## src/pkg/ctrl_regs_pkg.sv

```systemverilog
// constants and carrier types of the controller register bank
// assumes a single 100 MHz clock domain; register numbers are the
// serial-protocol register numbers, one 16-bit word each
package ctrl_regs_pkg;

  localparam int NUM_CFG = 23;

  // register numbers
  localparam logic [15:0] ADDR_CTRL_STATUS   = 16'h0fa3;
  localparam logic [15:0] ADDR_ALARM_STATE   = 16'h0fa4;
  localparam logic [15:0] ADDR_SPEED         = 16'h0ffc;
  localparam logic [15:0] ADDR_FRAMING       = 16'h0ffd;
  localparam logic [15:0] ADDR_RETX_SRC      = 16'h0fff;
  localparam logic [15:0] ADDR_RETX_LOW      = 16'h1000;
  localparam logic [15:0] ADDR_RETX_HIGH     = 16'h1001;
  localparam logic [15:0] ADDR_MENU_CODE     = 16'h1002;
  localparam logic [15:0] ADDR_TUNE_LOCK     = 16'h1003;
  localparam logic [15:0] ADDR_TUNE_LOW      = 16'h1004;
  localparam logic [15:0] ADDR_TUNE_HIGH     = 16'h1005;
  localparam logic [15:0] ADDR_MON_EXIT      = 16'h1006;
  localparam logic [15:0] ADDR_CD_ENABLE     = 16'h1007;
  localparam logic [15:0] ADDR_CD_DURATION   = 16'h1008;
  localparam logic [15:0] ADDR_AUX_MON       = 16'h1009;
  localparam logic [15:0] ADDR_HEAT_MON      = 16'h100a;
  localparam logic [15:0] ADDR_OUT3_PERIOD   = 16'h100f;
  localparam logic [15:0] ADDR_STEP_FB       = 16'h1011;
  localparam logic [15:0] ADDR_SHORT_SP      = 16'h1012;
  localparam logic [15:0] ADDR_SHORT_HY      = 16'h1013;
  localparam logic [15:0] ADDR_VALVE_OPEN    = 16'h1014;
  localparam logic [15:0] ADDR_VALVE_CLOSE   = 16'h1015;
  localparam logic [15:0] ADDR_VALVE_MINWORK = 16'h1016;
  localparam logic [15:0] ADDR_YSIG_MIN      = 16'h1017;
  localparam logic [15:0] ADDR_YSIG_MAX      = 16'h1018;

  // slot of each setting in the storage array
  localparam int IDX_SPEED = 0;
  localparam int IDX_FRAMING = 1;
  localparam int IDX_RETX_SRC = 2;
  localparam int IDX_RETX_LOW = 3;
  localparam int IDX_RETX_HIGH = 4;
  localparam int IDX_MENU_CODE = 5;
  localparam int IDX_TUNE_LOCK = 6;
  localparam int IDX_TUNE_LOW = 7;
  localparam int IDX_TUNE_HIGH = 8;
  localparam int IDX_MON_EXIT = 9;
  localparam int IDX_CD_ENABLE = 10;
  localparam int IDX_CD_DURATION = 11;
  localparam int IDX_AUX_MON = 12;
  localparam int IDX_HEAT_MON = 13;
  localparam int IDX_OUT3_PERIOD = 14;
  localparam int IDX_STEP_FB = 15;
  localparam int IDX_SHORT_SP = 16;
  localparam int IDX_SHORT_HY = 17;
  localparam int IDX_VALVE_OPEN = 18;
  localparam int IDX_VALVE_CLOSE = 19;
  localparam int IDX_VALVE_MINWORK = 20;
  localparam int IDX_YSIG_MIN = 21;
  localparam int IDX_YSIG_MAX = 22;

  localparam logic [0:NUM_CFG-1][15:0] CFG_ADDR = {
    ADDR_SPEED, ADDR_FRAMING, ADDR_RETX_SRC, ADDR_RETX_LOW,
    ADDR_RETX_HIGH, ADDR_MENU_CODE, ADDR_TUNE_LOCK, ADDR_TUNE_LOW,
    ADDR_TUNE_HIGH, ADDR_MON_EXIT, ADDR_CD_ENABLE, ADDR_CD_DURATION,
    ADDR_AUX_MON, ADDR_HEAT_MON, ADDR_OUT3_PERIOD, ADDR_STEP_FB,
    ADDR_SHORT_SP, ADDR_SHORT_HY, ADDR_VALVE_OPEN, ADDR_VALVE_CLOSE,
    ADDR_VALVE_MINWORK, ADDR_YSIG_MIN, ADDR_YSIG_MAX};

  // accepted write range per slot
  localparam logic [0:NUM_CFG-1][15:0] CFG_MIN = {
    16'h0000, 16'h0000, 16'h0000, 16'h0000, 16'h0000, 16'h0000,
    16'h0000, 16'h0000, 16'h0000, 16'h0000, 16'h0000, 16'h0001,
    16'h0000, 16'h0000, 16'h0005, 16'h0000, 16'h0000, 16'h0000,
    16'h001e, 16'h001e, 16'h0001, 16'h0000, 16'h0000};
  localparam logic [0:NUM_CFG-1][15:0] CFG_MAX = {
    16'h0004, 16'h0004, 16'h0005, 16'hffff, 16'hffff, 16'h270f,
    16'h0001, 16'hffff, 16'hffff, 16'h00fa, 16'h0001, 16'h270f,
    16'h0001, 16'h0001, 16'h03e7, 16'h0001, 16'h01f4, 16'h01f4,
    16'h1770, 16'h1770, 16'h03e7, 16'h03e8, 16'h03e8};
  localparam logic [0:NUM_CFG-1][15:0] CFG_RESET = {
    16'h0001, 16'h0001, 16'h0000, 16'h0000, 16'h03e8, 16'h0000,
    16'h0001, 16'h0000, 16'h03e8, 16'h0000, 16'h0000, 16'h0001,
    16'h0000, 16'h0000, 16'h0032, 16'h0000, 16'h0000, 16'h0000,
    16'h001e, 16'h001e, 16'h0001, 16'h0000, 16'h03e8};

  // bit rate per speed code
  localparam logic [0:4][15:0] SPEED_BPS = {
    16'h12c0, 16'h2580, 16'h4b00, 16'h9600, 16'he100};

  // framing codes
  localparam logic [2:0] FRAME_OFF = 3'h0;
  localparam logic [2:0] FRAME_8N2 = 3'h1;
  localparam logic [2:0] FRAME_8E1 = 3'h2;
  localparam logic [2:0] FRAME_8O1 = 3'h3;
  localparam logic [2:0] FRAME_8N1 = 3'h4;

  // status word field positions
  localparam int ST_DP_MAIN = 0;
  localparam int ST_DP_ADD = 2;
  localparam int ST_TUNE_FAIL = 4;
  localparam int ST_SOFT_START = 5;
  localparam int ST_TIMER_DONE = 6;
  localparam int ST_MANUAL = 7;
  localparam int ST_TUNE_ACTIVE = 8;
  localparam int ST_PID_SET = 9;
  localparam int ST_RANGE_MAIN = 13;
  localparam int ST_RANGE_ADD = 14;
  localparam int ST_CTRL_ERROR = 15;
  localparam int AL_ALARM1 = 0;
  localparam int AL_HEATER_BURN = 4;
  localparam int AL_SHORT_OUT1 = 5;

  // access answer codes
  localparam logic [1:0] ANS_OK = 2'h0;
  localparam logic [1:0] ANS_BAD_ADDR = 2'h1;
  localparam logic [1:0] ANS_BAD_VALUE = 2'h2;
  localparam logic [1:0] ANS_READ_ONLY = 2'h3;

  typedef enum logic [2:0] {
    SRC_MAIN, SRC_ADDITIONAL, SRC_MAIN_MINUS_ADD, SRC_ADD_MINUS_MAIN,
    SRC_SETPOINT, SRC_DEVIATION
  } retx_source_t;

  typedef struct packed {
    logic [1:0] dp_main;
    logic [1:0] dp_additional;
    logic       tune_failed;
    logic       soft_start_active;
    logic       timer_finished;
    logic       manual_mode;
    logic       tune_active;
    logic [1:0] pid_set;
    logic       main_out_of_range;
    logic       additional_out_of_range;
    logic       controller_error;
  } ctrl_state_t;

  typedef struct packed {
    logic [2:0] alarm_active;
    logic       heater_burnout;
    logic       out1_short;
  } alarm_state_t;

  typedef struct packed {
    logic [15:0]  bit_rate;
    logic         link_enable;
    logic         parity_enable;
    logic         parity_odd;
    logic         two_stop_bits;
    retx_source_t retx_source;
    logic [15:0]  retx_low;
    logic [15:0]  retx_high;
    logic [15:0]  menu_code;
    logic         tune_permit;
    logic [15:0]  tune_low;
    logic [15:0]  tune_high;
    logic [7:0]   monitor_exit_delay;
    logic         countdown_run;
    logic [15:0]  countdown_tenth_min;
    logic         aux_monitor_on;
    logic         heater_monitor_on;
    logic [9:0]   out3_period_tenth_s;
    logic         stepper_feedback;
    logic [9:0]   short_setpoint;
    logic [9:0]   short_hysteresis;
    logic [12:0]  valve_open_tenth_s;
    logic [12:0]  valve_close_tenth_s;
    logic [9:0]   valve_min_work_tenth_s;
    logic [9:0]   ysig_min;
    logic [9:0]   ysig_max;
  } settings_t;

endpackage : ctrl_regs_pkg

```

## src/logic/value_range_check.sv

```systemverilog
// combinational bounds test of one register value
// assumes bounds are constant per instance
`timescale 1ns/10ps
`default_nettype none
module value_range_check #(
  parameter logic [15:0] LO = 16'h0000,
  parameter logic [15:0] HI = 16'hffff
) (
  input  wire logic [15:0] value,
  output logic             in_range
);
  assign in_range = (value >= LO) && (value <= HI);
endmodule : value_range_check
`default_nettype wire

```

## src/logic/controller_config_status_regs.sv

```systemverilog
// register bank of the process controller: settings and status words
// assumes the serial protocol engine presents one register access per
// strobe on mclk, and status inputs come from logic on the same clock
//
// Behaviour
// - speed codes 0-4 give 4800..57600 bps
// - framing 0 off, 1-4 8N2 8E1 8O1 8N1
// - retransmit source takes values 0 to 5
// - low and high limits span retransmission
// - menu access code holds 0 to 9999
// - tuning lock bit, low and high thresholds
// - timer enable gates countdown, tenths minute
// - monitoring exit delay ranges 0 to 250
// - aux input, heater current monitor enables
// - output 3 period tenths second, max 999
// - stepper bit selects feedback or none
// - short alarm set point, hysteresis 0-500
// - valve open, close times 30 to 6000
// - minimum valve work time, tenths second
// - control signal min, max 0 to 1000
// - status bits 0-3 give decimal points
// - bit 4 tuning failed, bit 8 tuning
// - bit 5 soft start, bit 6 timer done
// - bit 7 manual, bits 9-10 PID set
// - bits 13-15 range errors, controller error
// - alarm word bits 0-2 for alarms 1-3
// - alarm bit 4 burnout, bit 5 short
`timescale 1ns/10ps
`default_nettype none
module controller_config_status_regs (
  input  wire logic                       mclk,
  input  wire logic                       rstn,
  input  wire logic [15:0]                reg_addr,
  input  wire logic                       reg_rd,
  input  wire logic                       reg_wr,
  input  wire logic [15:0]                reg_wdata,
  output logic [15:0]                     reg_rdata,
  output logic                            reg_ack,
  output logic [1:0]                      reg_answer,
  input  wire ctrl_regs_pkg::ctrl_state_t  ctrl_state,
  input  wire ctrl_regs_pkg::alarm_state_t alarm_state,
  output ctrl_regs_pkg::settings_t        settings
);

  typedef logic [ctrl_regs_pkg::NUM_CFG-1:0][15:0] cfg_array_t;

  typedef struct packed {
    cfg_array_t                cfg;
    logic [15:0]               rdata;
    logic                      ack;
    logic [1:0]                answer;
    ctrl_regs_pkg::settings_t  settings;
  } state_t;

  state_t state;
  state_t next_state;

  // {hit, slot} for a register number
  function automatic logic [5:0] cfg_lookup(input logic [15:0] a);
    logic [5:0] r;
    r = 6'h00;
    for (int i = 0; i < ctrl_regs_pkg::NUM_CFG; i++) begin
      if (a == ctrl_regs_pkg::CFG_ADDR[i]) begin
        r = {1'b1, 5'(i)};
      end
    end
    return r;
  endfunction : cfg_lookup

  // reserved bits stay zero since only named fields are placed
  function automatic logic [15:0] status_word(
    input ctrl_regs_pkg::ctrl_state_t s);
    logic [15:0] w;
    w = 16'h0000;
    w[ctrl_regs_pkg::ST_DP_MAIN +: 2] = s.dp_main;
    w[ctrl_regs_pkg::ST_DP_ADD +: 2] = s.dp_additional;
    w[ctrl_regs_pkg::ST_TUNE_FAIL] = s.tune_failed;
    w[ctrl_regs_pkg::ST_TUNE_ACTIVE] = s.tune_active;
    w[ctrl_regs_pkg::ST_SOFT_START] = s.soft_start_active;
    w[ctrl_regs_pkg::ST_TIMER_DONE] = s.timer_finished;
    w[ctrl_regs_pkg::ST_MANUAL] = s.manual_mode;
    w[ctrl_regs_pkg::ST_PID_SET +: 2] = s.pid_set;
    w[ctrl_regs_pkg::ST_RANGE_MAIN] = s.main_out_of_range;
    w[ctrl_regs_pkg::ST_RANGE_ADD] =
      s.additional_out_of_range;
    w[ctrl_regs_pkg::ST_CTRL_ERROR] = s.controller_error;
    return w;
  endfunction : status_word

  function automatic logic [15:0] alarm_word(
    input ctrl_regs_pkg::alarm_state_t s);
    logic [15:0] w;
    w = 16'h0000;
    w[ctrl_regs_pkg::AL_ALARM1 +: 3] = s.alarm_active;
    w[ctrl_regs_pkg::AL_HEATER_BURN] = s.heater_burnout;
    w[ctrl_regs_pkg::AL_SHORT_OUT1] = s.out1_short;
    return w;
  endfunction : alarm_word

  // per-slot bounds; an out-of-range write is refused and the old
  // value kept, so the control loop never sees an illegal setting
  logic [ctrl_regs_pkg::NUM_CFG-1:0] wdata_ok;

  generate
    for (genvar g = 0; g < ctrl_regs_pkg::NUM_CFG; g++) begin : g_bounds
      value_range_check #(
        .LO (ctrl_regs_pkg::CFG_MIN[g]),
        .HI (ctrl_regs_pkg::CFG_MAX[g])
      ) u_check (
        .value    (reg_wdata),
        .in_range (wdata_ok[g])
      );
    end
  endgenerate

  logic [5:0]  hit_slot;
  logic        hit;
  logic [4:0]  slot;
  logic        is_status;
  cfg_array_t  c;
  ctrl_regs_pkg::settings_t s;

  assign hit_slot = cfg_lookup(reg_addr);
  assign hit = hit_slot[5];
  assign slot = hit_slot[4:0];
  assign is_status = (reg_addr == ctrl_regs_pkg::ADDR_CTRL_STATUS) ||
                     (reg_addr == ctrl_regs_pkg::ADDR_ALARM_STATE);

  always_comb begin
    next_state = state;
    next_state.ack = 1'b0;
    c = state.cfg;
    if (reg_wr) begin
      next_state.ack = 1'b1;
      if (hit && wdata_ok[slot]) begin
        c[slot] = reg_wdata;
        next_state.answer = ctrl_regs_pkg::ANS_OK;
      end else if (hit) begin
        next_state.answer = ctrl_regs_pkg::ANS_BAD_VALUE;
      end else if (is_status) begin
        next_state.answer = ctrl_regs_pkg::ANS_READ_ONLY;
      end else begin
        next_state.answer = ctrl_regs_pkg::ANS_BAD_ADDR;
      end
    end else if (reg_rd) begin
      next_state.ack = 1'b1;
      next_state.answer = ctrl_regs_pkg::ANS_OK;
      if (hit) begin
        next_state.rdata = state.cfg[slot];
      end else if (reg_addr == ctrl_regs_pkg::ADDR_CTRL_STATUS) begin
        next_state.rdata = status_word(ctrl_state);
      end else if (reg_addr == ctrl_regs_pkg::ADDR_ALARM_STATE) begin
        next_state.rdata = alarm_word(alarm_state);
      end else begin
        next_state.rdata = 16'h0000;
        next_state.answer = ctrl_regs_pkg::ANS_BAD_ADDR;
      end
    end
    next_state.cfg = c;

    // decoded settings follow the stored words with no extra delay
    s = state.settings;
    s.bit_rate = ctrl_regs_pkg::SPEED_BPS[
      c[ctrl_regs_pkg::IDX_SPEED][2:0]];
    unique case (c[ctrl_regs_pkg::IDX_FRAMING][2:0])
      ctrl_regs_pkg::FRAME_8N2: begin
        s.link_enable = 1'b1;
        s.parity_enable = 1'b0;
        s.parity_odd = 1'b0;
        s.two_stop_bits = 1'b1;
      end
      ctrl_regs_pkg::FRAME_8E1: begin
        s.link_enable = 1'b1;
        s.parity_enable = 1'b1;
        s.parity_odd = 1'b0;
        s.two_stop_bits = 1'b0;
      end
      ctrl_regs_pkg::FRAME_8O1: begin
        s.link_enable = 1'b1;
        s.parity_enable = 1'b1;
        s.parity_odd = 1'b1;
        s.two_stop_bits = 1'b0;
      end
      ctrl_regs_pkg::FRAME_8N1: begin
        s.link_enable = 1'b1;
        s.parity_enable = 1'b0;
        s.parity_odd = 1'b0;
        s.two_stop_bits = 1'b0;
      end
      // code 0; other codes cannot be stored
      default: begin
        s.link_enable = 1'b0;
        s.parity_enable = 1'b0;
        s.parity_odd = 1'b0;
        s.two_stop_bits = 1'b0;
      end
    endcase
    s.retx_source = ctrl_regs_pkg::retx_source_t'(
      c[ctrl_regs_pkg::IDX_RETX_SRC][2:0]);
    s.retx_low = c[ctrl_regs_pkg::IDX_RETX_LOW];
    s.retx_high = c[ctrl_regs_pkg::IDX_RETX_HIGH];
    s.menu_code = c[ctrl_regs_pkg::IDX_MENU_CODE];
    s.tune_permit = c[ctrl_regs_pkg::IDX_TUNE_LOCK][0];
    s.tune_low = c[ctrl_regs_pkg::IDX_TUNE_LOW];
    s.tune_high = c[ctrl_regs_pkg::IDX_TUNE_HIGH];
    s.monitor_exit_delay =
      c[ctrl_regs_pkg::IDX_MON_EXIT][7:0];
    s.countdown_run = c[ctrl_regs_pkg::IDX_CD_ENABLE][0];
    s.countdown_tenth_min = c[ctrl_regs_pkg::IDX_CD_DURATION];
    s.aux_monitor_on = c[ctrl_regs_pkg::IDX_AUX_MON][0];
    s.heater_monitor_on = c[ctrl_regs_pkg::IDX_HEAT_MON][0];
    s.out3_period_tenth_s =
      c[ctrl_regs_pkg::IDX_OUT3_PERIOD][9:0];
    s.stepper_feedback = c[ctrl_regs_pkg::IDX_STEP_FB][0];
    s.short_setpoint = c[ctrl_regs_pkg::IDX_SHORT_SP][9:0];
    s.short_hysteresis = c[ctrl_regs_pkg::IDX_SHORT_HY][9:0];
    s.valve_open_tenth_s =
      c[ctrl_regs_pkg::IDX_VALVE_OPEN][12:0];
    s.valve_close_tenth_s =
      c[ctrl_regs_pkg::IDX_VALVE_CLOSE][12:0];
    s.valve_min_work_tenth_s =
      c[ctrl_regs_pkg::IDX_VALVE_MINWORK][9:0];
    s.ysig_min = c[ctrl_regs_pkg::IDX_YSIG_MIN][9:0];
    s.ysig_max = c[ctrl_regs_pkg::IDX_YSIG_MAX][9:0];
    next_state.settings = s;
  end

  // reset image: table values for storage, settings decoded from them
  function automatic state_t reset_image();
    state_t r;
    r = '0;
    for (int i = 0; i < ctrl_regs_pkg::NUM_CFG; i++) begin
      r.cfg[i] = ctrl_regs_pkg::CFG_RESET[i];
    end
    r.settings.bit_rate = ctrl_regs_pkg::SPEED_BPS[
      ctrl_regs_pkg::CFG_RESET[ctrl_regs_pkg::IDX_SPEED][2:0]];
    r.settings.link_enable = 1'b1;
    r.settings.two_stop_bits = 1'b1;
    r.settings.retx_high = ctrl_regs_pkg::CFG_RESET[
      ctrl_regs_pkg::IDX_RETX_HIGH];
    r.settings.tune_permit = 1'b1;
    r.settings.tune_high = ctrl_regs_pkg::CFG_RESET[
      ctrl_regs_pkg::IDX_TUNE_HIGH];
    r.settings.countdown_tenth_min = ctrl_regs_pkg::CFG_RESET[
      ctrl_regs_pkg::IDX_CD_DURATION];
    r.settings.out3_period_tenth_s = ctrl_regs_pkg::CFG_RESET[
      ctrl_regs_pkg::IDX_OUT3_PERIOD][9:0];
    r.settings.valve_open_tenth_s = ctrl_regs_pkg::CFG_RESET[
      ctrl_regs_pkg::IDX_VALVE_OPEN][12:0];
    r.settings.valve_close_tenth_s = ctrl_regs_pkg::CFG_RESET[
      ctrl_regs_pkg::IDX_VALVE_CLOSE][12:0];
    r.settings.valve_min_work_tenth_s = ctrl_regs_pkg::CFG_RESET[
      ctrl_regs_pkg::IDX_VALVE_MINWORK][9:0];
    r.settings.ysig_max = ctrl_regs_pkg::CFG_RESET[
      ctrl_regs_pkg::IDX_YSIG_MAX][9:0];
    return r;
  endfunction : reset_image

  localparam state_t STATE_RESET = reset_image();

  always_ff @(posedge mclk or negedge rstn) begin
    if (!rstn) begin
      state <= STATE_RESET;
    end else begin
      state <= next_state;
    end
  end

  assign reg_rdata = state.rdata;
  assign reg_ack = state.ack;
  assign reg_answer = state.answer;
  assign settings = state.settings;

endmodule : controller_config_status_regs
`default_nettype wire

```

## config.mk

```make
export PLATFORM = sky130hd
export DESIGN_NAME = controller_config_status_regs
export DESIGN_NICKNAME = d
export VERILOG_FILES = /design/src/pkg/ctrl_regs_pkg.sv /design/src/logic/value_range_check.sv /design/src/logic/controller_config_status_regs.sv
export SDC_FILE = /design/constraint.sdc
export NUM_CORES = 1
export LEC_CHECK = 0
export ABC_AREA = 1
export BUFFER_PORTS_ARGS = -buffer_cell sky130_fd_sc_hd__buf_4
export CAP_MARGIN = 5
export CORE_UTILIZATION = 47
export DETAILED_ROUTE_END_ITERATION = 10
export GPL_TIMING_DRIVEN = 0
export HOLD_SLACK_MARGIN = 0.05
export PLACE_DENSITY_LB_ADDON = 0.2
export SYNTH_ARGS = -nofsm -noshare
export SYNTH_HDL_FRONTEND = slang
export SYNTH_HIERARCHICAL = 1
export SYNTH_SLANG_ARGS = --single-unit
```

## constraint.sdc

```tcl
create_clock -name mclk -period 2.5 [get_ports mclk]
set_input_delay 0.375 -clock mclk [delete_from_list [all_inputs] [get_ports mclk]]
set_output_delay 0.375 -clock mclk [all_outputs]
set_load 0.02 [all_outputs]
```

==> impl_metrics.ini <==
[sta]
finalCriticalPeriod_ps = 3100
rsz0062_at_grt = yes
setup_slack_ps = -603
skew_ps = 34.9
hold_viol = 0
slew_headroom_pct = 0.167
worstMarginPinSlew_ps = 1500
drv_slew = 0
setup_viol = 398
max_freq_ghz = 0.322
fin_crit_sh_pct = 124

[yosys]
synth_top_area_cell = dfrtp_1
synth_cell_types = 58
synth_top_area_share_pct = 39.4
syn_area_per_cell_um2 = 7.41
synth_warnings = 6
syn-cell-area_mm2 = 0.0229
postSynthCellCount = 3095
ys_dominant_reg_cell = dfrtp_1
synth_edf_count = 0
yosysSeqAreaShare_pct = 44.0
synth-seq-cells = 401
synthTopCellsByArea = dfrtp_1 39%, nand2_1 15%, buf_4 8.0%
async_reset_ff_share_pct = 100

[job]
drv_cap = 2

[worst_setup_path]
r2r_slack_ps = 800
cp-startpoint = reg_addr[7]
reg2regPathDepth = 10
r2r_end = reg_rdata[5]$_DFFE_PN0P_
r2r_start = state[466]$_DFFE_PN1P_
required_ps = 3000
endpoint = settings[208]$_DFF_PN0_
worst-setup-path-type = input pin to flip-flop
crit_top_cell = nand2_2
end_kind = flip-flop
start_kind = input pin
critPathMaxFanout = 7
cp_slowest_cell = o21ai_4
worstPathArrival_ps = 3600
cp_cell_sequence = buf_4, nor2_4, nand2_2, buf_4, nor2_2, inv_1, nor2_2, nor3_1, nand2_1, inv_1, nand3_1, inv_2, nand2_2, nand2_2, nor2_2, nand2_2, nor2_4, nand3_4, buf_12, o21ai_4, ha_2, inv_2, nor2_1
max_stage_delay_ps = 240

[placed_design]
port_buffers = 284
place_area_mm2 = 0.0265
hpwl_mm = 66.7
pre_cts_slack_ps = -1590
gp_congestion = 1.01
dp_cells = 4002

[layout]
final_core_util_pct = 72.3
stdcell_count = 4275
final_common_cell = buf_4
mostFrequentLayoutCells = 601 x buf_4, 530 x nand2_1, 361 x dfrtp_1, 275 x nand2_2, 259 x inv_1
area_growth_pct = 51.1
n_fill_cell = 3535
n_antenna_cell = 0
nNetsFinal = 3683
design_area_mm2 = 0.0347
drive_gt1_share_pct = 47.8

[floorplan]
die_y_um = 223
io_pins = 292
start_util_pct = 47.8
rows = 80
core_mm2 = 0.0479
die_w_um = 223
dieArea_mm2 = 0.0497

[detailed_routing]
drc = 0
drtAntennaViolNets = 0
wl_mm = 103
viasPerCell = 5.82
via_count = 24886
dr.pass1.iters = 5
wl_per_cell_um = 24.0
drt_iter0_drc = 3067

[cts]
clock_sinks = 401
numCtsBuffers = 44
clk_latency_ps = 610
cts_tree = done
cts_root_buffer = clkbuf_16
clkSlewWorstSetupHoldPaths_ps = 60
clk_path_buf_depth = 3
h-tree-depth = 2

[min_path]
hp-class = input pin to flip-flop
whs_path_depth = 5

[pwr]
power_mw = 14.6
ir_drop_uv = 555
power_leakage_nw = 16.9
power.density_mw_per_mm2 = 422

[outcome]
status = complete, but fails checks
failed_checks = capacitance limit, setup timing

[global_routing]
grt_antenna_before_repair = 0
grt_max_degree = 112
grt_use_total_pct = 39.3
grt_overflow = 0
grt_first_pass_wirelength_mm = 146
grt_pass1_vias = 23284
==> per-layer routing <==
metal	up-vias	share of wire [%]	track usage (%)
met1	12020	38	52.4
met3	396	11	6.91
li1	10816	-	-
met4	0	6.8	22.7
met5	-	0	0
met2	1654	44	60.3
==> worst max-delay path: cells and delay by family <==
family | cells | cell delay (ps)
AO/OA/AOI/OAI | 1 | 240
AND/OR/NAND/NOR | 14 | 1860
buffers and inverters | 7 | 860
adder cells (fa/ha/maj) | 1 | 230
==> final cells by class <==
type / count / area, µm² / share of cell area, %
well taps: 615 / 769 / 2.22
flip-flops and latches: 401 / 10100 / 29.1
multi-input cells: 1990 / 12500 / 35.9
clock inverters: 19 / 236 / 0.682
plain buffers: 399 / 3710 / 10.7
inverters: 307 / 1220 / 3.53
clock buffers: 63 / 1330 / 3.85
repair buffers: 481 / 4850 / 14.0
==> how the worst min path moves through the flow <==
stage | slack [ps] | from | end
6_report | 110 | ctrl_state[11] | reg_rdata[3]$_DFFE_PN0P_
5_1_grt | 120 | ctrl_state[4] | reg_rdata[10]$_DFFE_PN0P_
3_5_place_dp | 440 | rstn | state[445]$_DFFE_PN0P_
4_1_cts | 100 | ctrl_state[11] | reg_rdata[3]$_DFFE_PN0P_
3_3_place_gp | 470 | state[543]$_DFFE_PN1P_ | state[543]$_DFFE_PN1P_
2_1_floorplan | 80 | rstn | reg_ack$_DFF_PN0_
==> logic make-up after synthesis <==
family	after synthesis	synth area share (%)
adders and majority gates	4	0.218
muxes	3	0.131
AOI/OAI and AO/OA	573	13.9
and+or+nand+nor	1400	25.4
other	5	0.0818
DFF	401	44.0
buffers and inverters	709	16.2
==> per-stage QoR <==
step	hold slack, ps	setup TNS [ps]
finish	108	-125990
global route	125	-161370
CTS	96.5	-83850
detailed placement	444	-469200
global placement	469	-1560480
floorplan	79.4	-90480
==> where the power goes <==
part | switching [mW] | internal [mW]
Sequential | 0.0110 | 6.51
Combinational | 0.760 | 0.258
Clock | 2.93 | 4.15
==> cells in the mapped netlist (11+ instances only) <==
cell type and count:
buf_4 245, clkbuf_1 63, nand2_1 925, inv_1 286
inv_2 19, nor2_1 242, buf_2 85, nor3_1 27
dfrtp_1 361, o21ai_1 306, dfstp_2 40, nor2_2 17
o22ai_1 28, a21oi_1 42, o221ai_1 11, nand4_1 60
a22oi_1 43, o21ai_0 93, nand3_1 85
==> timing repair <==
item,4_1_cts,5_1_grt
buffers inserted,93,46
hold buffers,2,0
pin swaps,71,100
hold endpoints to repair,86,0
gates resized for setup,667,554
endpoints found under the setup margin,398,398
gates cloned,48,6
==> registers in the layout, indices dropped and copies added, names as in the netlist <==
| name | cells |
|---|---|
| reg_ack | 1 |
| reg_answer | 2 |
| reg_rdata | 16 |
| settings | 110 |
| state | 272 |
Note: power is estimated with default switching activity, not from simulation.
